[config.mk]
export PLATFORM = sky130hd
export DESIGN_NAME = metering_serial_register_port
export DESIGN_NICKNAME = d
export VERILOG_FILES = /design/src/core/serial_port_pkg.sv /design/src/core/pin_sync.sv /design/src/core/edge_detect.sv /design/src/core/metering_serial_register_port.sv
export SDC_FILE = /design/constraint.sdc
export NUM_CORES = 1
export LEC_CHECK = 0
export BUFFER_PORTS_ARGS = -buffer_cell sky130_fd_sc_hd__buf_2
export CORE_MARGIN = 1
export CORE_UTILIZATION = 45
export CTS_BUF_LIST = sky130_fd_sc_hd__clkbuf_2
export CTS_CLUSTER_DIAMETER = 40
export DETAILED_ROUTE_END_ITERATION = 7
export HOLD_SLACK_MARGIN = 0.15
export PLACE_DENSITY = 0.74
export REMOVE_ABC_BUFFERS = 1
export SKIP_LAST_GASP = 1
export SYNTH_ARGS = -nofsm -noshare
export SYNTH_HDL_FRONTEND = slang
export SYNTH_SLANG_ARGS = --single-unit
[constraint.sdc]
create_clock -name clock -period 2.4 [get_ports clock]
set_input_delay 0.12 -clock clock [delete_from_list [all_inputs] [get_ports clock]]
set_output_delay 0.12 -clock clock [all_outputs]
set_load 0.01 [all_outputs]
[src/core/serial_port_pkg.sv]
// shared constants and carriers for the metering serial register port
package serial_port_pkg;

    // ****************************************
    // command byte layout
    // ****************************************
    localparam int cmd_bits = 8;
    localparam int cmd_dir_bit = 7;
    localparam int addr_bits = 5;
    localparam logic cmd_dir_write = 1'b1;
    localparam logic cmd_dir_read = 1'b0;

    // ****************************************
    // data layout
    // ****************************************
    localparam int max_reg_bytes = 3;
    localparam int data_bits = 8 * max_reg_bytes;
    localparam int bits_per_byte = 8;
    localparam logic [1:0] reg_bytes_reset = 2'h1;

    // ****************************************
    // serial state machine
    // ****************************************
    typedef enum logic [1:0] {
        st_command = 2'b00,
        st_write = 2'b01,
        st_read = 2'b10
    } port_state_t;

    // request to the register file: address and command
    typedef struct packed {
        logic [4:0] addr;
        logic write;
    } reg_cmd_t;

    // one written byte, msb byte first
    typedef struct packed {
        logic [4:0] addr;
        logic [1:0] byte_index;
        logic [7:0] data;
    } write_byte_t;

endpackage

[src/core/pin_sync.sv]
// two flip-flop synchroniser for one level from outside the clock domain
`timescale 1ns/1ps
module pin_sync #(
    parameter logic reset_value = 1'b0
) (
    input wire logic clock,
    input wire logic reset,
    input wire logic async_in,
    output logic sync_out
);
    logic stage1;

    always_ff @(posedge clock) begin
        if (reset) begin
            stage1 <= reset_value;
            sync_out <= reset_value;
        end else begin
            stage1 <= async_in;
            sync_out <= stage1;
        end
    end
endmodule

[src/core/edge_detect.sv]
// rising and falling edge detector on a synchronised level
`timescale 1ns/1ps
module edge_detect #(
    parameter logic reset_value = 1'b0
) (
    input wire logic clock,
    input wire logic reset,
    input wire logic level,
    output logic rise,
    output logic fall
);
    logic last;

    always_ff @(posedge clock) begin
        if (reset) begin
            last <= reset_value;
        end else begin
            last <= level;
        end
    end

    assign rise = level & ~last;
    assign fall = ~level & last;
endmodule

[src/core/metering_serial_register_port.sv]
// serial register port: command byte, then register data msb byte first
// Notes on behaviour
// - reset or select fall enters command mode
// - command msb 1 writes; low five bits address
// - transfer ends after last register bit
// - finished transfer returns to command mode
// - input sampled on serial clock falling edges
// - output changes on serial clock rising edges
// - timing follows serial clock, not master clock
// - select falling edge resets state machine
// - select rise aborts and floats output
// - write data starts first fall after command
// - aborted partial write byte is discarded
// - up to three bytes, msb first, right-justified
// - read drives first bit at first rise
// - read end floats output at last fall
// - aborted read floats output at select rise
// - whole register captured when read addressed
`timescale 1ns/1ps
module metering_serial_register_port
    import serial_port_pkg::*;
(
    input wire logic clock,
    input wire logic reset,
    input wire logic serial_clock,
    input wire logic serial_in,
    input wire logic chip_select_n,
    output logic serial_out,
    output logic serial_out_en_n,
    output serial_port_pkg::reg_cmd_t reg_cmd,
    output logic reg_cmd_valid,
    input wire logic [1:0] reg_bytes,
    input wire logic [serial_port_pkg::data_bits-1:0] reg_read_data,
    output serial_port_pkg::write_byte_t write_byte,
    output logic write_byte_valid,
    output logic transfer_done
);
    import serial_port_pkg::*;

    // ****************************************
    // pin synchronisers and edges
    // ****************************************
    logic sclk_s;
    logic din_s;
    logic cs_n_s;
    logic sclk_rise;
    logic sclk_fall;
    logic cs_rise;
    logic cs_fall;

    pin_sync #(.reset_value(1'b1)) u_sync_sclk (
        .clock(clock), .reset(reset), .async_in(serial_clock), .sync_out(sclk_s)
    );
    pin_sync #(.reset_value(1'b0)) u_sync_din (
        .clock(clock), .reset(reset), .async_in(serial_in), .sync_out(din_s)
    );
    pin_sync #(.reset_value(1'b1)) u_sync_cs (
        .clock(clock), .reset(reset), .async_in(chip_select_n), .sync_out(cs_n_s)
    );
    edge_detect #(.reset_value(1'b1)) u_edge_sclk (
        .clock(clock), .reset(reset), .level(sclk_s), .rise(sclk_rise), .fall(sclk_fall)
    );
    edge_detect #(.reset_value(1'b1)) u_edge_cs (
        .clock(clock), .reset(reset), .level(cs_n_s), .rise(cs_rise), .fall(cs_fall)
    );

    // shifting only while selected
    logic active;
    logic shift_in;
    logic shift_out;
    assign active = ~cs_n_s;
    assign shift_in = active & sclk_fall;
    assign shift_out = active & sclk_rise;

    // ****************************************
    // state machine and counters
    // ****************************************
    port_state_t state;
    logic [2:0] bit_count;
    logic [1:0] byte_count;
    logic [1:0] total_bytes;
    logic [7:0] in_shift;
    logic [data_bits-1:0] out_shift;
    logic [4:0] cur_addr;
    logic last_bit;
    logic [7:0] next_byte;

    assign last_bit = (bit_count == 3'h7);
    assign next_byte = {in_shift[6:0], din_s};

    always_ff @(posedge clock) begin
        if (reset || cs_fall || cs_rise) begin
            state <= st_command;
        end else if (shift_in && last_bit) begin
            case (state)
                st_command: begin
                    if (next_byte[cmd_dir_bit] == cmd_dir_write) begin
                        state <= st_write;
                    end else begin
                        state <= st_read;
                    end
                end
                st_write, st_read: begin
                    if (byte_count == total_bytes - 2'h1) begin
                        state <= st_command;
                    end
                end
                default: state <= st_command;
            endcase
        end
    end

    always_ff @(posedge clock) begin
        if (reset || cs_fall || cs_rise) begin
            bit_count <= 3'h0;
            byte_count <= 2'h0;
        end else if (shift_in) begin
            bit_count <= bit_count + 3'h1;
            if (last_bit) begin
                if (state == st_command || byte_count == total_bytes - 2'h1) begin
                    byte_count <= 2'h0;
                end else begin
                    byte_count <= byte_count + 2'h1;
                end
            end
        end
    end

    always_ff @(posedge clock) begin
        if (reset) begin
            in_shift <= 8'h00;
        end else if (shift_in) begin
            in_shift <= next_byte;
        end
    end

    // ****************************************
    // command decode and register capture
    // ****************************************
    logic cmd_done;
    assign cmd_done = (state == st_command) && shift_in && last_bit;

    always_ff @(posedge clock) begin
        if (reset) begin
            reg_cmd <= '0;
            reg_cmd_valid <= 1'b0;
            cur_addr <= 5'h00;
        end else begin
            reg_cmd_valid <= cmd_done;
            if (cmd_done) begin
                reg_cmd.addr <= next_byte[addr_bits-1:0];
                reg_cmd.write <= next_byte[cmd_dir_bit];
                cur_addr <= next_byte[addr_bits-1:0];
            end
        end
    end

    // width is known one cycle after the command byte
    always_ff @(posedge clock) begin
        if (reset) begin
            total_bytes <= reg_bytes_reset;
        end else if (reg_cmd_valid) begin
            total_bytes <= (reg_bytes == 2'h0) ? reg_bytes_reset : reg_bytes;
        end
    end

    // read data aligned so its first byte sits at the top
    logic [data_bits-1:0] aligned;
    always_comb begin
        case (reg_bytes)
            2'h2: aligned = {reg_read_data[15:0], 8'h00};
            2'h3: aligned = reg_read_data;
            default: aligned = {reg_read_data[7:0], 16'h0000};
        endcase
    end

    logic out_loaded;
    always_ff @(posedge clock) begin
        if (reset) begin
            out_shift <= '0;
            out_loaded <= 1'b0;
        end else if (reg_cmd_valid && !reg_cmd.write) begin
            out_shift <= aligned;
            out_loaded <= 1'b1;
        end else if (shift_out && state == st_read) begin
            if (out_loaded) begin
                out_loaded <= 1'b0;
            end else begin
                out_shift <= {out_shift[data_bits-2:0], 1'b0};
            end
        end
    end

    // ****************************************
    // serial output driver
    // ****************************************
    always_ff @(posedge clock) begin
        if (reset || cs_rise) begin
            serial_out <= 1'b0;
            serial_out_en_n <= 1'b1;
        end else if (state == st_read && shift_in && last_bit && byte_count == total_bytes - 2'h1) begin
            serial_out_en_n <= 1'b1;
        end else if (shift_out && state == st_read) begin
            serial_out_en_n <= 1'b0;
            serial_out <= out_loaded ? out_shift[data_bits-1] : out_shift[data_bits-2];
        end
    end

    // ****************************************
    // write bytes and completion
    // ****************************************
    always_ff @(posedge clock) begin
        if (reset) begin
            write_byte <= '0;
            write_byte_valid <= 1'b0;
            transfer_done <= 1'b0;
        end else begin
            write_byte_valid <= (state == st_write) && shift_in && last_bit;
            transfer_done <= (state != st_command) && shift_in && last_bit
                && byte_count == total_bytes - 2'h1;
            if (state == st_write && shift_in && last_bit) begin
                write_byte.addr <= cur_addr;
                write_byte.byte_index <= byte_count;
                write_byte.data <= next_byte;
            end
        end
    end

    // ****************************************
    // checks
    // ****************************************
    property p_select_fall_command;
        @(posedge clock) disable iff (reset) cs_fall |=> state == st_command;
    endproperty
    a_select_fall_command: assert property (p_select_fall_command) else $error("no command mode");

    property p_abort_floats;
        @(posedge clock) disable iff (reset) cs_rise |=> serial_out_en_n;
    endproperty
    a_abort_floats: assert property (p_abort_floats) else $error("output not floated");

    property p_done_returns;
        @(posedge clock) disable iff (reset) transfer_done |-> state == st_command;
    endproperty
    a_done_returns: assert property (p_done_returns) else $error("not back in command");

    property p_write_decode;
        @(posedge clock) disable iff (reset)
            cmd_done && next_byte[cmd_dir_bit] && !cs_rise && !cs_fall |=> state == st_write;
    endproperty
    a_write_decode: assert property (p_write_decode) else $error("write not decoded");

    property p_no_partial_write;
        @(posedge clock) disable iff (reset) write_byte_valid |-> $past(last_bit);
    endproperty
    a_no_partial_write: assert property (p_no_partial_write) else $error("partial byte written");

    property p_read_drives;
        @(posedge clock) disable iff (reset)
            state == st_read && shift_out && !cs_rise |=> !serial_out_en_n;
    endproperty
    a_read_drives: assert property (p_read_drives) else $error("read not driven");

    property p_out_on_rise;
        @(posedge clock) disable iff (reset)
            !shift_out && !cs_rise && !reset |=> $stable(serial_out);
    endproperty
    a_out_on_rise: assert property (p_out_on_rise) else $error("output moved off rise");

    property p_idle_float;
        @(posedge clock) disable iff (reset)
            state == st_command && !shift_out |=> serial_out_en_n == $past(serial_out_en_n) || serial_out_en_n;
    endproperty
    a_idle_float: assert property (p_idle_float) else $error("driven in command");

    // ****************************************
    // shifting and output checks
    // ****************************************
    property p_state_on_fall;
        @(posedge clock) disable iff (reset)
            !shift_in && !cs_fall && !cs_rise |=> $stable(state);
    endproperty
    a_state_on_fall: assert property (p_state_on_fall) else $error("state moved off fall");

    property p_bits_on_fall;
        @(posedge clock) disable iff (reset)
            !shift_in && !cs_fall && !cs_rise |=> $stable(bit_count);
    endproperty
    a_bits_on_fall: assert property (p_bits_on_fall) else $error("bit counted off fall");

    property p_read_end_floats;
        @(posedge clock) disable iff (reset)
            state == st_read && shift_in && last_bit && byte_count == total_bytes - 2'h1 |=> serial_out_en_n;
    endproperty
    a_read_end_floats: assert property (p_read_end_floats) else $error("read end not floated");

    property p_first_bit_msb;
        @(posedge clock) disable iff (reset)
            state == st_read && shift_out && out_loaded
            |=> !serial_out_en_n && serial_out == $past(out_shift[data_bits-1]);
    endproperty
    a_first_bit_msb: assert property (p_first_bit_msb) else $error("first bit not msb");

    property p_capture_whole;
        @(posedge clock) disable iff (reset)
            reg_cmd_valid && !reg_cmd.write |=> out_loaded && out_shift == $past(aligned);
    endproperty
    a_capture_whole: assert property (p_capture_whole) else $error("register not captured");

    property p_partial_dropped;
        @(posedge clock) disable iff (reset) cs_rise |=> !write_byte_valid && !transfer_done;
    endproperty
    a_partial_dropped: assert property (p_partial_dropped) else $error("aborted byte written");

    property p_write_byte_data;
        @(posedge clock) disable iff (reset)
            state == st_write && shift_in && last_bit
            |=> write_byte_valid && write_byte.data == $past(next_byte) && write_byte.addr == $past(cur_addr);
    endproperty
    a_write_byte_data: assert property (p_write_byte_data) else $error("write byte wrong");

    property p_byte_bound;
        @(posedge clock) disable iff (reset) state != st_command |-> byte_count < total_bytes;
    endproperty
    a_byte_bound: assert property (p_byte_bound) else $error("byte count past width");

    property p_cmd_not_driven;
        @(posedge clock) disable iff (reset) reg_cmd_valid |-> serial_out_en_n;
    endproperty
    a_cmd_not_driven: assert property (p_cmd_not_driven) else $error("driven before first rise");

    property p_write_floats;
        @(posedge clock) disable iff (reset) state == st_write |-> serial_out_en_n;
    endproperty
    a_write_floats: assert property (p_write_floats) else $error("driven during write");

    property p_cmd_fields;
        @(posedge clock) disable iff (reset)
            cmd_done |=> reg_cmd_valid && reg_cmd.addr == $past(next_byte[addr_bits-1:0]);
    endproperty
    a_cmd_fields: assert property (p_cmd_fields) else $error("command fields wrong");

endmodule

== Word level (Yosys, flattened, before mapping) ==
Cells that the tools add are included.

* Register bits: 75
* Input bits: 31
* Output and inout bits: 26
* Word-level logic and storage cells: 87

* Add/subtract/negate cells: 3
* Equality and inequality tests: 8
* Mux-type cells: 12
* Bitwise gates (word level): 11
* Reductions and logical operators: 28

{| class="wikitable"
|+ Operator list
! cell !! number
|-
| $mux 24 || 3
|-
| $pmux 24 s2 || 1
|-
| $logic_and 1x1->1 || 13
|-
| $mux 2 || 4
|-
| $reduce_and 2->1 || 4
|-
| $and 1x1->1 || 6
|-
| $eq 2x2->1 const B || 3
|-
| $not 1->1 || 5
|-
| $logic_not 2->1 || 2
|-
| $logic_or 1x1->1 || 4
|-
| $pmux 2 s2 || 1
|-
| $reduce_bool 2->1 || 2
|-
| $reduce_or 2->1 || 2
|-
| $add 3x1->3 const B || 1
|-
| $eq 3x3->1 const B || 1
|-
| $mux 1 || 3
|-
| $add 2x1->2 const B || 1
|-
| $eq 2x1->1 const B || 1
|-
| $eq 2x2->1 || 1
|-
| $ne 2x1->1 const B || 1
|-
| $ne 2x2->1 const B || 1
|-
| $sub 2x1->2 const B || 1
|-
| $logic_not 1->1 || 1
|}

== Logic depth before layout (Yosys ltp) ==
Gate-level depths: netlist of the first run.

* Depth after elaboration: 8
* Depth in mapped cells: 8
* Depth with buffers taken out: 6

== Cells and area by module ==
A second synthesis of the first run with hierarchy kept.

* Cell total of the unflattened synthesis: 368
* Area total of the unflattened synthesis: 3235.6 µm²

{| class="wikitable"
|+ Modules (own cells, without submodules)
! module !! instances !! cells an instance !! area an instance (µm²) !! seq. area each (µm²)
|-
| metering_serial_register_port || 1 || 348 || 2997.9 || 1341.3
|-
| pin_sync || 3 || 4 || 52.6 || 40.0
|-
| edge_detect || 2 || 4 || 40.0 || 20.0
|}

== Worst setup path before layout of the first run ==
No wires, ideal clock.

* Path kind: register -> register
* Start: register state[0]
* End: register out_shift[10]
* Library setup time: 0.130 ns
* Arrival: 1.601 ns
* Required time: 2.270 ns
* Setup slack: 0.669 ns
* Cell stages (with the launch flop): 9
* Buffers on the path: 2
* Period minus slack after synthesis: 1.731 ns
* Cell sequence: dfxtp_1 > inv_1 > ha_1 > nor4bb_1 > nand2b_1 > clkbuf_1 > buf_2 > mux2i_1 > o22ai_1

* Word-level cells in the longest chain between the ends: 4

{| class="wikitable"
|+ Ends and longest elaborated chain
! element !! RTL line !! text
|-
| start, declared || metering_serial_register_port.sv:78 || <nowiki>port_state_t state;</nowiki>
|-
| start signal, assigned || metering_serial_register_port.sv:93 || <nowiki>state <= st_command;</nowiki>
|-
| start signal, assigned || metering_serial_register_port.sv:98 || <nowiki>state <= st_write;</nowiki>
|-
| start signal, assigned || metering_serial_register_port.sv:100 || <nowiki>state <= st_read;</nowiki>
|-
| $eq 2x2->1 || metering_serial_register_port.sv:185 || <nowiki>end else if (shift_out && state == st_read) begin</nowiki>
|-
| $logic_and 1x1->1 || metering_serial_register_port.sv:185 ||
|-
| $reduce_bool 2->1 (no source line) || - ||
|-
| $reduce_and 2->1 (no source line) || - ||
|-
| end signal, assigned || metering_serial_register_port.sv:183 || <nowiki>out_shift <= aligned;</nowiki>
|-
| end signal, assigned || metering_serial_register_port.sv:189 || <nowiki>out_shift <= {out_shift[data_bits-2:0], 1'b0};</nowiki>
|-
| end, declared || metering_serial_register_port.sv:83 || <nowiki>logic [data_bits-1:0] out_shift;</nowiki>
|}

Every way passes these cells.
A chain may end at the register's enable or synchronous reset.

== Worst setup path in the final report of the first run ==
* Start: register state[0]
* End: register out_shift[9]

Same word-level chain as after synthesis.

==> summary.txt, run 1 <==
Hold buffers post-CTS: 42
Peak supply drop: 0.000311 V
HP Class: in2reg
Worst slew pin tran: 630 ps
CP required: 2840 ps
Dpl hpwl: 4.67 mm
Sink Count: 75
Grt ovf: 0
Final hold slack: 311 ps
Vias post-DR: 2980
Die X: 86.4 µm
CP Class: reg2reg
Routed vias/inst: 5.41
Final Total Pwr: 2.15 mW
Num rows: 30
Max-Cap Viols: 0
Per-cell routed wire length: 14.8 µm
Worst Hold Depth: 3
Status: completed
Met1 usage in global routing: 28.2%
Setup_tns: 0 ps
CP top delay family: simple AND/OR/NAND/NOR gates
Pre-antenna DRT Iters: 5
Final hold vios: 0
Height of the die: 86.4 µm
Pwr Density: 527 nW/µm²
Layout cells sized above 1: 19.1%
Most used DFF post-synth: dfxtp_1
Post-route ant nets: 0
RSZ-0062 raised after global routing: false
Number of global-route vias before repair: 2878
Antenna violations before repair: 0
Syn Area/Cell: 8.83 µm²
Total core area: 6830 µm²
Cell Area, Synth: 3210 µm²
Commonest cells after routing, fill and taps aside: dfxtp_1, nand2_1, buf_2
Worst Path Arrival: 2430 ps
Startpoint Class: flop
Root Driver: clkbuf_2
Async set-reset flop share out of synthesis: 0%
Highest clock rate: 0.502 GHz
Final Cycle Share: 83.0%
Total track usage: 23.1%
H-tree depth: 3
Seq/Total Area, Yosys: 46.8%
Area grow syn2layout: 27.3%
Post-synth top area share: 46.8%
TritonCTS Buffers: 9
Post-CTS Resized: 0
Die Area: 7470 µm²
Clock buffer depth: 2
Bufs and invs on worst path: 2
Leakage: 1.67 nW
Layout fillers: 595
CP max stage delay: 460 ps
CTS tree: done
Final net count: 486
Slew Limit Fails: 0
Met3 Use GR: 5.90%
Tmin final: 1990 ps
First-pass GRT wire length: 13.4 mm
Fin Clk Skew: 21.6 ps
Netlist cell types: 39
Starting DRT DRC Count: 116
Drt total wl: 8.18 mm
Port bufs: 56
Starting Density: 46.9%
Synth Warn #: 0
Critical path endpoint category: flop
DRC errors left: 0
Max_slew headroom: 58.0%
Largest cells by area after synthesis: dfxtp_1, mux2i_1, nand2_1, a21oi_1, a311oi_1
Critical Path Stages: 7
Yosys reg bits: 75
Largest net degree at the start of global routing: 63
Cells after DPL: 493
R2R depth: 7
Post-Layout Cell Count: 551
Layer with the highest usage: met2
Commonest non-fill, non-tap cell in the layout: dfxtp_1
Routability cong.: 0.810
Clk_lat worst skew: 530 ps
ANT cells: 0
Post-CTS setup buffer count: 0
Synth area leader: dfxtp_1
Count of final setup violators: 0
Number of synthesized flops with an enable pin: 0
Worst Path Max Fanout: 23
Critical path's slowest cell: nor4bb_1
Synth Instances: 363
Reg clk slew, reported paths: 210 ps
Boundary pin count: 57
CP Cell Sequence: inv_1 > ha_1 > nor4bb_1 > nand2b_1 > buf_4 > mux2i_1 > o22ai_1
Grt met2 use: 38.1%
[kinds of logic (layout without fill, tap and decap cells)]
group           Yosys count  after routing  share of synthesized area [%]
simple gates            139            139                           20.3
flops                    75             75                           46.8
compound gates           70             70                           13.7
mux                      41             41                           12.8
buf+inv                  31            123                           3.86
fa+ha+maj                 5              5                           1.95
xor+xnor                  2              2                          0.546
[routing by layer]
metal,vias up,share of wire [%]
li1,1444,-
met1,1430,42
met2,84,49
met3,22,5.6
met4,0,3.1
met5,-,0
[worst paths after layout]
check / from / endpoint / slack, ps
hold reg to reg: u_sync_din.stage1$_SDFF_PP0_ / u_sync_din.sync_out$_SDFF_PP0_ / 440
setup reg to reg: state[0]$_SDFFE_PP0P_ / out_shift[9]$_SDFFE_PP0P_ / 410
hold / removal: chip_select_n / u_sync_cs.stage1$_SDFF_PP1_ / 310
setup / recovery: state[0]$_SDFFE_PP0P_ / out_shift[9]$_SDFFE_PP0P_ / 410
[final cells by class]
type	instances	area, µm²	area share [%]
inverters	3	11.3	0.276
flip-flops and latches	75	1500	36.8
well taps	96	120	2.94
clock buffers	9	45.0	1.10
multi-input cells	257	1580	38.7
clock inverters	7	77.6	1.90
repair buffers	104	746	18.3
[synthesized netlist by cell type (2+ instances only)]
library cell / count
a211oi_1: 2
a21oi_1: 36
nand2_1: 64
nor2_1: 36
nand2b_1: 5
buf_1: 2
o22ai_1: 9
buf_2: 6
nor2b_1: 7
nor3_1: 2
nand3_1: 3
clkbuf_1: 20
mux2i_1: 41
nor4b_1: 2
dfxtp_1: 75
nand4bb_1: 2
or2_2: 6
ha_1: 5
inv_1: 3
a311oi_1: 17
o21ai_0: 2
[metrics by stage]
| step | utilization (%) | cell area (µm²) | setup WS [ps] |
|---|---|---|---|
| after floorplan | - | 3090 | 238 |
| after global placement | 51.8 | 3540 | 614 |
| after detailed placement | 51.8 | 3540 | 563 |
| after CTS | 59.8 | 4080 | 531 |
| after global routing | 59.8 | 4080 | 237 |
| final | 59.8 | 4080 | 409 |
[worst register-to-register path, cell delays in order (launching register included)]
cell      delay (ps)
dfxtp_1          380
inv_1            100
ha_1             210
nor4bb_1         460
nand2b_1         100
buf_4            240
mux2i_1          180
o22ai_1          240
[registers in the layout (all words and copies together), names as in the netlist, 2 cells and up]
register	cells
cur_addr	5
in_shift	7
byte_count	2
state	2
out_shift	24
write_byte	15
total_bytes	2
bit_count	3
[report_power, final]
| group | total [mW] | switching [mW] | leakage [nW] | internal, mW |
|---|---|---|---|---|
| registers | 1.26 | 0.00404 | 0.606 | 1.25 |
| clock network | 0.717 | 0.470 | 0.0725 | 0.247 |
| logic | 0.177 | 0.0798 | 0.994 | 0.0975 |
Power figures use the tool's default switching activity.
==> run 2, diff against run 1 <==
--- a/config.mk
+++ b/config.mk
@@ -5,6 +5,7 @@
 export SDC_FILE = /design/constraint.sdc
 export NUM_CORES = 1
 export LEC_CHECK = 0
+export ABC_AREA = 1
 export BUFFER_PORTS_ARGS = -buffer_cell sky130_fd_sc_hd__buf_2
 export CORE_MARGIN = 1
 export CORE_UTILIZATION = 45
==> constraint.sdc (replaced) <==
create_clock -name clock -period 2.1 [get_ports clock]
set_input_delay 0.105 -clock clock [delete_from_list [all_inputs] [get_ports clock]]
set_output_delay 0.105 -clock clock [all_outputs]
set_load 0.01 [all_outputs]
==> run 2 against run 1 <==
Compared with the run above:
- core utilization down 1.2 points
- critical endpoint is now out_shift[2]$_SDFFE_PP0P_
- worst hold slack got worse by 120 ps
- synthesized area increased by 1.4%
- non-clock buffer count shrank 7
- cell count rose by 11%
- combinational power decreased by 3%
==> summary.txt, run 2 <==
Critical R2R Launch: reg_cmd_valid$_SDFF_PP0_ (was state[0]$_SDFFE_PP0P_)
Port bufs: 56 (unchanged)
Final instance area: 4020 µm² (was 4080 µm²)
Pre-antenna DRT Iters: 5 (unchanged)
Routed vias/inst: 5.09 (was 5.41)
Total track usage: 22.5% (was 23.1%)
H-tree depth: 3 (unchanged)
Sink Count: 75 (unchanged)
CP required: 2570 ps (was 2840 ps)
Num rows: 30 (unchanged)
Cells after DPL: 561 (was 493)
Clk_lat worst skew: 510 ps (was 530 ps)
Status: completed (unchanged)
Dpl hpwl: 5.08 mm (was 4.67 mm)
Max FFs per register: 24 (unchanged)
Setup_tns: 0 ps (unchanged)
Commonest cells after routing, fill and taps aside: dfxtp_1, a21oi_1, nand2_1, buf_2, inv_1 (was dfxtp_1, nand2_1, buf_2)
Synth Instances: 428 (was 363)
Final net count: 549 (was 486)
ANT cells: 0 (unchanged)
Final hold vios: 0 (unchanged)
Total core area: 6870 µm² (was 6830 µm²)
R2R setup slack: 150 ps (was 410 ps)
Post-CTS setup buffer count: 0 (unchanged)
Final Total Pwr: 2.36 mW (was 2.15 mW)
TritonCTS Buffers: 9 (unchanged)
Starting DRT DRC Count: 214 (was 116)
Most used DFF post-synth: dfxtp_1 (unchanged)
Startpoint Class: flop (unchanged)
Max_slew headroom: 69.6% (was 58.0%)
R2R depth: 8 (was 7)
Worst slew pin tran: 456 ps (was 630 ps)
Fin worst setup slack: 155 ps (was 409 ps)
Number of global-route vias before repair: 2916 (was 2878)
Syn Area/Cell: 7.59 µm² (was 8.83 µm²)
Synth Warn #: 0 (unchanged)
Routability cong.: 0.869 (was 0.810)
Grt ovf: 0 (unchanged)
Reg clk slew, reported paths: 200 ps (was 210 ps)
Yosys reg bits: 75 (unchanged)
Hold Crit Start: reg_bytes[0] (was chip_select_n)
Post-synth top area share: 46.2% (was 46.8%)
Starting Density: 47.3% (was 46.9%)
Post-CTS Resized: 0 (unchanged)
Tmin final: 1950 ps (was 1990 ps)
Worst Hold Depth: 5 (was 3)
Seq/Total Area, Yosys: 46.2% (was 46.8%)
Most common library cells after synthesis: dfxtp_1, a21oi_1, nand2_1 (was dfxtp_1, nand2_1, mux2i_1)
Root Driver: clkbuf_2 (unchanged)
Max-Cap Viols: 0 (unchanged)
Drt total wl: 7.95 mm (was 8.18 mm)
Peak supply drop: 0.000475 V (was 0.000311 V)
Final Cycle Share: 92.6% (was 83.0%)
Highest clock rate: 0.514 GHz (was 0.502 GHz)
Largest cells by area after synthesis: dfxtp_1, a21oi_1, nand2_1, o21ai_0, inv_1 (was dfxtp_1, mux2i_1, nand2_1, a21oi_1, a311oi_1)
Number of synthesized flops with an enable pin: 0 (unchanged)
Netlist cell types: 30 (was 39)
Fin Clk Skew: 20.4 ps (was 21.6 ps)
Area grow syn2layout: 23.7% (was 27.3%)
Antenna violations before repair: 0 (unchanged)
Cell Area, Synth: 3250 µm² (was 3210 µm²)
Critical path endpoint category: flop (unchanged)
Placed cell area: 3540 µm² (about the same)
Leakage: 1.75 nW (was 1.67 nW)
Largest regs: out_shift: 24 flops, write_byte: 15 flops, in_shift: 7 flops (unchanged)
Die X: 87.0 µm (was 86.4 µm)
CTS tree: done (unchanged)
Largest net degree at the start of global routing: 39 (was 63)
Layout cells sized above 1: 19.9% (was 19.1%)
CP Class: reg2reg (unchanged)
Worst Path Arrival: 2410 ps (was 2430 ps)
First-pass GRT wire length: 13.2 mm (was 13.4 mm)
Vias post-DR: 3126 (was 2980)
Boundary pin count: 57 (unchanged)
Worst reg2reg endpoint: out_shift[2]$_SDFFE_PP0P_ (was out_shift[9]$_SDFFE_PP0P_)
RSZ-0062 raised after global routing: false (unchanged)
Synth area leader: dfxtp_1 (unchanged)
Top reg by flops: out_shift (unchanged)
Most common cell in the netlist: dfxtp_1 (unchanged)
Pre-CTS setup slack: 400 ps (was 563 ps)
HP Class: in2reg (unchanged)
Pwr Density: 588 nW/µm² (was 527 nW/µm²)
Height of the die: 87.0 µm (was 86.4 µm)
Commonest non-fill, non-tap cell in the layout: dfxtp_1 (unchanged)
Worst Path Max Fanout: 28 (was 23)
Hold Path Sink: out_shift[18]$_SDFFE_PP0P_ (was u_sync_cs.stage1$_SDFF_PP1_)
Slew Limit Fails: 0 (unchanged)
Async set-reset flop share out of synthesis: 0% (unchanged)
DRC errors left: 0 (unchanged)
Post-Layout Cell Count: 614 (was 551)
Post-route ant nets: 0 (unchanged)
Clock buffer depth: 2 (unchanged)
Count of final setup violators: 0 (unchanged)
Die Area: 7570 µm² (was 7470 µm²)
Hold buffers post-CTS: 37 (was 42)
Per-cell routed wire length: 12.9 µm (was 14.8 µm)
[run 2: layout make-up]
cell class / instances / area (µm²)
multi-input combinational: 276 / 1410
tap: 96 / 120
clock buffer: 10 / 50.0
sequential: 75 / 1500
inverter: 54 / 205
fill: 604 / 2850
clock inverter: 6 / 56.3
timing repair buffer: 97 / 681
[run 2: routing by layer]
metal | GRT usage, % | vias to the layer above | wire [µm]
li1 | - | 1578 | -
met4 | 12.0 | 0 | 308
met3 | 6.07 | 36 | 518
met5 | 0 | - | 0
met2 | 36.6 | 115 | 3680
met1 | 27.3 | 1397 | 3450
[run 2: power by group]
part / internal, mW / switching (mW) / total (mW)
Combinational: 0.0822 / 0.0889 / 0.171
Sequential: 1.43 / 0.00417 / 1.44
Clock: 0.270 / 0.486 / 0.755
[run 2: kinds of logic (layout without fill, tap and decap cells)]
family / after synthesis / in the layout / share of synthesized area [%]
AND/OR/NAND/NOR: 126 / 126 / 18.4
adder cells (fa/ha/maj): 5 / 5 / 1.92
XOR/XNOR: 1 / 1 / 0.269
AO/OA/AOI/OAI: 144 / 144 / 22.7
flip-flops: 75 / 75 / 46.2
buffers and inverters: 77 / 167 / 10.5
[run 2: worst max-delay path by stage]
stage | endpoint | startpoint
5_1_grt | out_shift[2]$_SDFFE_PP0P_ | reg_cmd_valid$_SDFF_PP0_
6_report | out_shift[2]$_SDFFE_PP0P_ | reg_cmd_valid$_SDFF_PP0_
3_5_place_dp | out_shift[18]$_SDFFE_PP0P_ | state[0]$_SDFFE_PP0P_
3_3_place_gp | write_byte[2]$_SDFFE_PP0P_ | bit_count[0]$_SDFFE_PP0N_
2_1_floorplan | out_shift[3]$_SDFFE_PP0P_ | reg_cmd_valid$_SDFF_PP0_
4_1_cts | out_shift[2]$_SDFFE_PP0P_ | reg_cmd_valid$_SDFF_PP0_
[run 2: stage by stage]
step	util (%)	hold slack, ps
3_5_place_dp	51.6	292
2_1_floorplan	-	174
4_1_cts	58.5	164
3_3_place_gp	51.6	296
6_report	58.5	193
5_1_grt	58.5	231
[run 2: critical path, stage by stage (launching register included)]
cell and delay [ps]:
dfxtp_1 420, inv_2 70, nor2_4 90, buf_4 280, nand2_1 150, o21ai_0 180
dlygate4sd3_1 570, nor2_1 40, nor2_1 110
==> run 3, diff against run 2 <==
--- a/config.mk
+++ b/config.mk
@@ -7,7 +7,7 @@
 export LEC_CHECK = 0
 export ABC_AREA = 1
 export BUFFER_PORTS_ARGS = -buffer_cell sky130_fd_sc_hd__buf_2
-export CORE_MARGIN = 1
+export CORE_MARGIN = 3
 export CORE_UTILIZATION = 45
 export CTS_BUF_LIST = sky130_fd_sc_hd__clkbuf_2
 export CTS_CLUSTER_DIAMETER = 40
==> run 3 against run 2 <==
Compared with the run above:
- combinational power is 6% higher
- via count increased by 3.5%
- routed wire length increased by 9.1%
- sequential share of layout area shrank 0.85 points
- non-clock buffer count up 3
==> summary.txt, run 3 (same netlist as run 2, synthesis figures left out) <==
Status: completed (unchanged)
Max FFs per register: 24 (unchanged)
Highest clock rate: 0.478 GHz (was 0.514 GHz)
Post-Layout Cell Count: 617 (was 614)
Clock buffer depth: 2 (unchanged)
Clk_lat worst skew: 530 ps (was 510 ps)
Worst Path Arrival: 2520 ps (was 2410 ps)
Pre-CTS setup slack: 365 ps (was 400 ps)
Starting Density: 47.1% (was 47.3%)
Worst Path Max Fanout: 22 (was 28)
Root Driver: clkbuf_2 (unchanged)
Peak supply drop: 0.000533 V (was 0.000475 V)
Routability cong.: 0.858 (was 0.869)
Pwr Density: 646 nW/µm² (was 588 nW/µm²)
Boundary pin count: 57 (unchanged)
Slew Limit Fails: 0 (unchanged)
Met2 routed WL: 4.16 mm (was 3.68 mm)
Top Layer Used: met4 (unchanged)
Routed vias/inst: 5.24 (was 5.09)
Met3 Wirelength: 525 µm (was 518 µm)
Per-cell routed wire length: 14.1 µm (was 12.9 µm)
ANT cells: 0 (unchanged)
R2R setup slack: 160 ps (was 150 ps)
Cells after DPL: 561 (unchanged)
Final hold vios: 0 (unchanged)
CP max stage delay: 580 ps (was 570 ps)
Critical path endpoint category: flop (unchanged)
Commonest cells after routing, fill and taps aside: dfxtp_1, a21oi_1, nand2_1 (was dfxtp_1, a21oi_1, nand2_1, buf_2, inv_1)
Leakage: 1.78 nW (was 1.75 nW)
Tmin final: 2090 ps (was 1950 ps)
CP Cell Sequence: dlygate4sd3_1 > clkbuf_4 > nand3_1 > dlygate4sd3_1 > o21ai_0 > dlygate4sd3_1 > o22ai_1 > a21oi_1 (was inv_2 > nor2_4 > buf_4 > nand2_1 > o21ai_0 > dlygate4sd3_1 > nor2_1 > nor2_1)
H-tree depth: 3 (unchanged)
TritonCTS Buffers: 9 (unchanged)
Fin worst setup slack: 7.26 ps (was 155 ps)
Post-route ant nets: 0 (unchanged)
CTS tree: done (unchanged)
Final Cycle Share: 99.7% (was 92.6%)
Starting DRT DRC Count: 332 (was 214)
Grt ovf: 0 (unchanged)
Die Area: 8280 µm² (was 7570 µm²)
Critical R2R Launch: reg_cmd_valid$_SDFF_PP0_ (unchanged)
Layout cells sized above 1: 20.0% (was 19.9%)
Vias post-DR: 3235 (was 3126)
Setup_tns: 0 ps (unchanged)
CP Class: in2reg (was reg2reg)
Fin util: 59.6% (was 58.5%)
Max-Cap Viols: 0 (unchanged)
Largest regs: out_shift: 24 flops, write_byte: 15 flops, in_shift: 7 flops (unchanged)
HP Class: in2reg (unchanged)
Pre-antenna DRT Iters: 5 (unchanged)
Bufs and invs on worst path: 4 (was 3)
Num rows: 30 (unchanged)
Critical path's slowest cell: dlygate4sd3_1 (unchanged)
RSZ-0062 raised after global routing: true (was false)
Number of global-route vias before repair: 3077 (was 2916)
R2R depth: 8 (unchanged)
Most frequent cell on the critical path: dlygate4sd3_1 (was nor2_1)
Metal-1 WL: 3.72 mm (was 3.45 mm)
Hold Crit Start: reg_bytes[0] (unchanged)
Top reg by flops: out_shift (unchanged)
Final Total Pwr: 2.66 mW (was 2.36 mW)
Area grow syn2layout: 26.6% (was 23.7%)
Die X: 91.0 µm (was 87.0 µm)
CP required: 2520 ps (was 2570 ps)
Worst slew pin tran: 432 ps (was 456 ps)
Commonest non-fill, non-tap cell in the layout: dfxtp_1 (unchanged)
Total core area: 6910 µm² (was 6870 µm²)
Reg clk slew, reported paths: 210 ps (was 200 ps)
Post-CTS setup buffer count: 0 (unchanged)
Hold Path Sink: out_shift[22]$_SDFFE_PP0P_ (was out_shift[18]$_SDFFE_PP0P_)
Fin Clk Skew: 31.0 ps (was 20.4 ps)
Antenna violations before repair: 0 (unchanged)
Final net count: 552 (was 549)
Sink Count: 75 (unchanged)
Total track usage: 21.4% (was 22.5%)
Worst reg2reg endpoint: out_shift[1]$_SDFFE_PP0P_ (was out_shift[2]$_SDFFE_PP0P_)
Dpl hpwl: 5.22 mm (was 5.08 mm)
Height of the die: 91.0 µm (was 87.0 µm)
Largest net degree at the start of global routing: 39 (unchanged)
Count of final setup violators: 0 (unchanged)
CP top delay family: buffers and inverters (unchanged)
Startpoint Class: input pin (was flop)
Port bufs: 56 (unchanged)
Worst Hold Depth: 5 (unchanged)
First-pass GRT wire length: 14.5 mm (was 13.2 mm)
DRC errors left: 0 (unchanged)
Drt total wl: 8.68 mm (was 7.95 mm)
Max_slew headroom: 71.1% (was 69.6%)
==> run 3: per-layer routing <==
| metal | track usage (%) | vias up |
|---|---|---|
| li1 | - | 1586 |
| met1 | 26.8 | 1471 |
| met2 | 36.2 | 136 |
| met3 | 4.97 | 42 |
| met4 | 6.91 | 0 |
| met5 | 0 | - |
==> run 3: cell type report <==
type	instances	area [µm²]
Tap cell	96	120
Fill cell	632	2790
Timing Repair Buffer	100	717
Clock buffer	10	50.0
Multi-Input combinational cell	276	1410
Clock inverter	6	114
Sequential cell	75	1500
Inverter	54	205
==> run 3: stage by stage <==
stage	cell area (µm²)	hold WS (ps)
floorplan	3110	174
global placement	3540	292
detailed placement	3540	291
CTS	4110	153
global route	4120	246
finish	4120	206
==> run 3: worst max path at each step <==
stage / startpoint / to / slack, ps / cells after the start
6_report: reg_bytes[1] / out_shift[18]$_SDFFE_PP0P_ / 7 / 8
5_1_grt: reg_bytes[1] / out_shift[18]$_SDFFE_PP0P_ / -20 / 8
4_1_cts: reg_cmd_valid$_SDFF_PP0_ / out_shift[2]$_SDFFE_PP0P_ / 150 / 8
3_5_place_dp: state[0]$_SDFFE_PP0P_ / out_shift[4]$_SDFFE_PP0P_ / 360 / 7
3_3_place_gp: state[0]$_SDFFE_PP0P_ / out_shift[4]$_SDFFE_PP0P_ / 460 / 7
2_1_floorplan: reg_cmd_valid$_SDFF_PP0_ / out_shift[3]$_SDFFE_PP0P_ / 360 / 7
==> run 3: report_power, final <==
group,internal [mW],leakage (nW),switching (mW)
combinational,0.0876,1.08,0.0934
sequential,1.43,0.606,0.00376
clock,0.519,0.0883,0.522
total,2.04,1.78,0.619
==> run 3: timing repair <==
item	in CTS	in global routing
hold buffers	40	0
setup endpoints to repair	0	4
endpoints found under the hold margin	65	0
gates resized for setup	0	2
==> run 3: worst min-delay path, stage by stage <==
cell and delay [ps]:
buf_2 190, nand3_1 110, o21ai_0 90, o22ai_1 130, a21oi_1 70
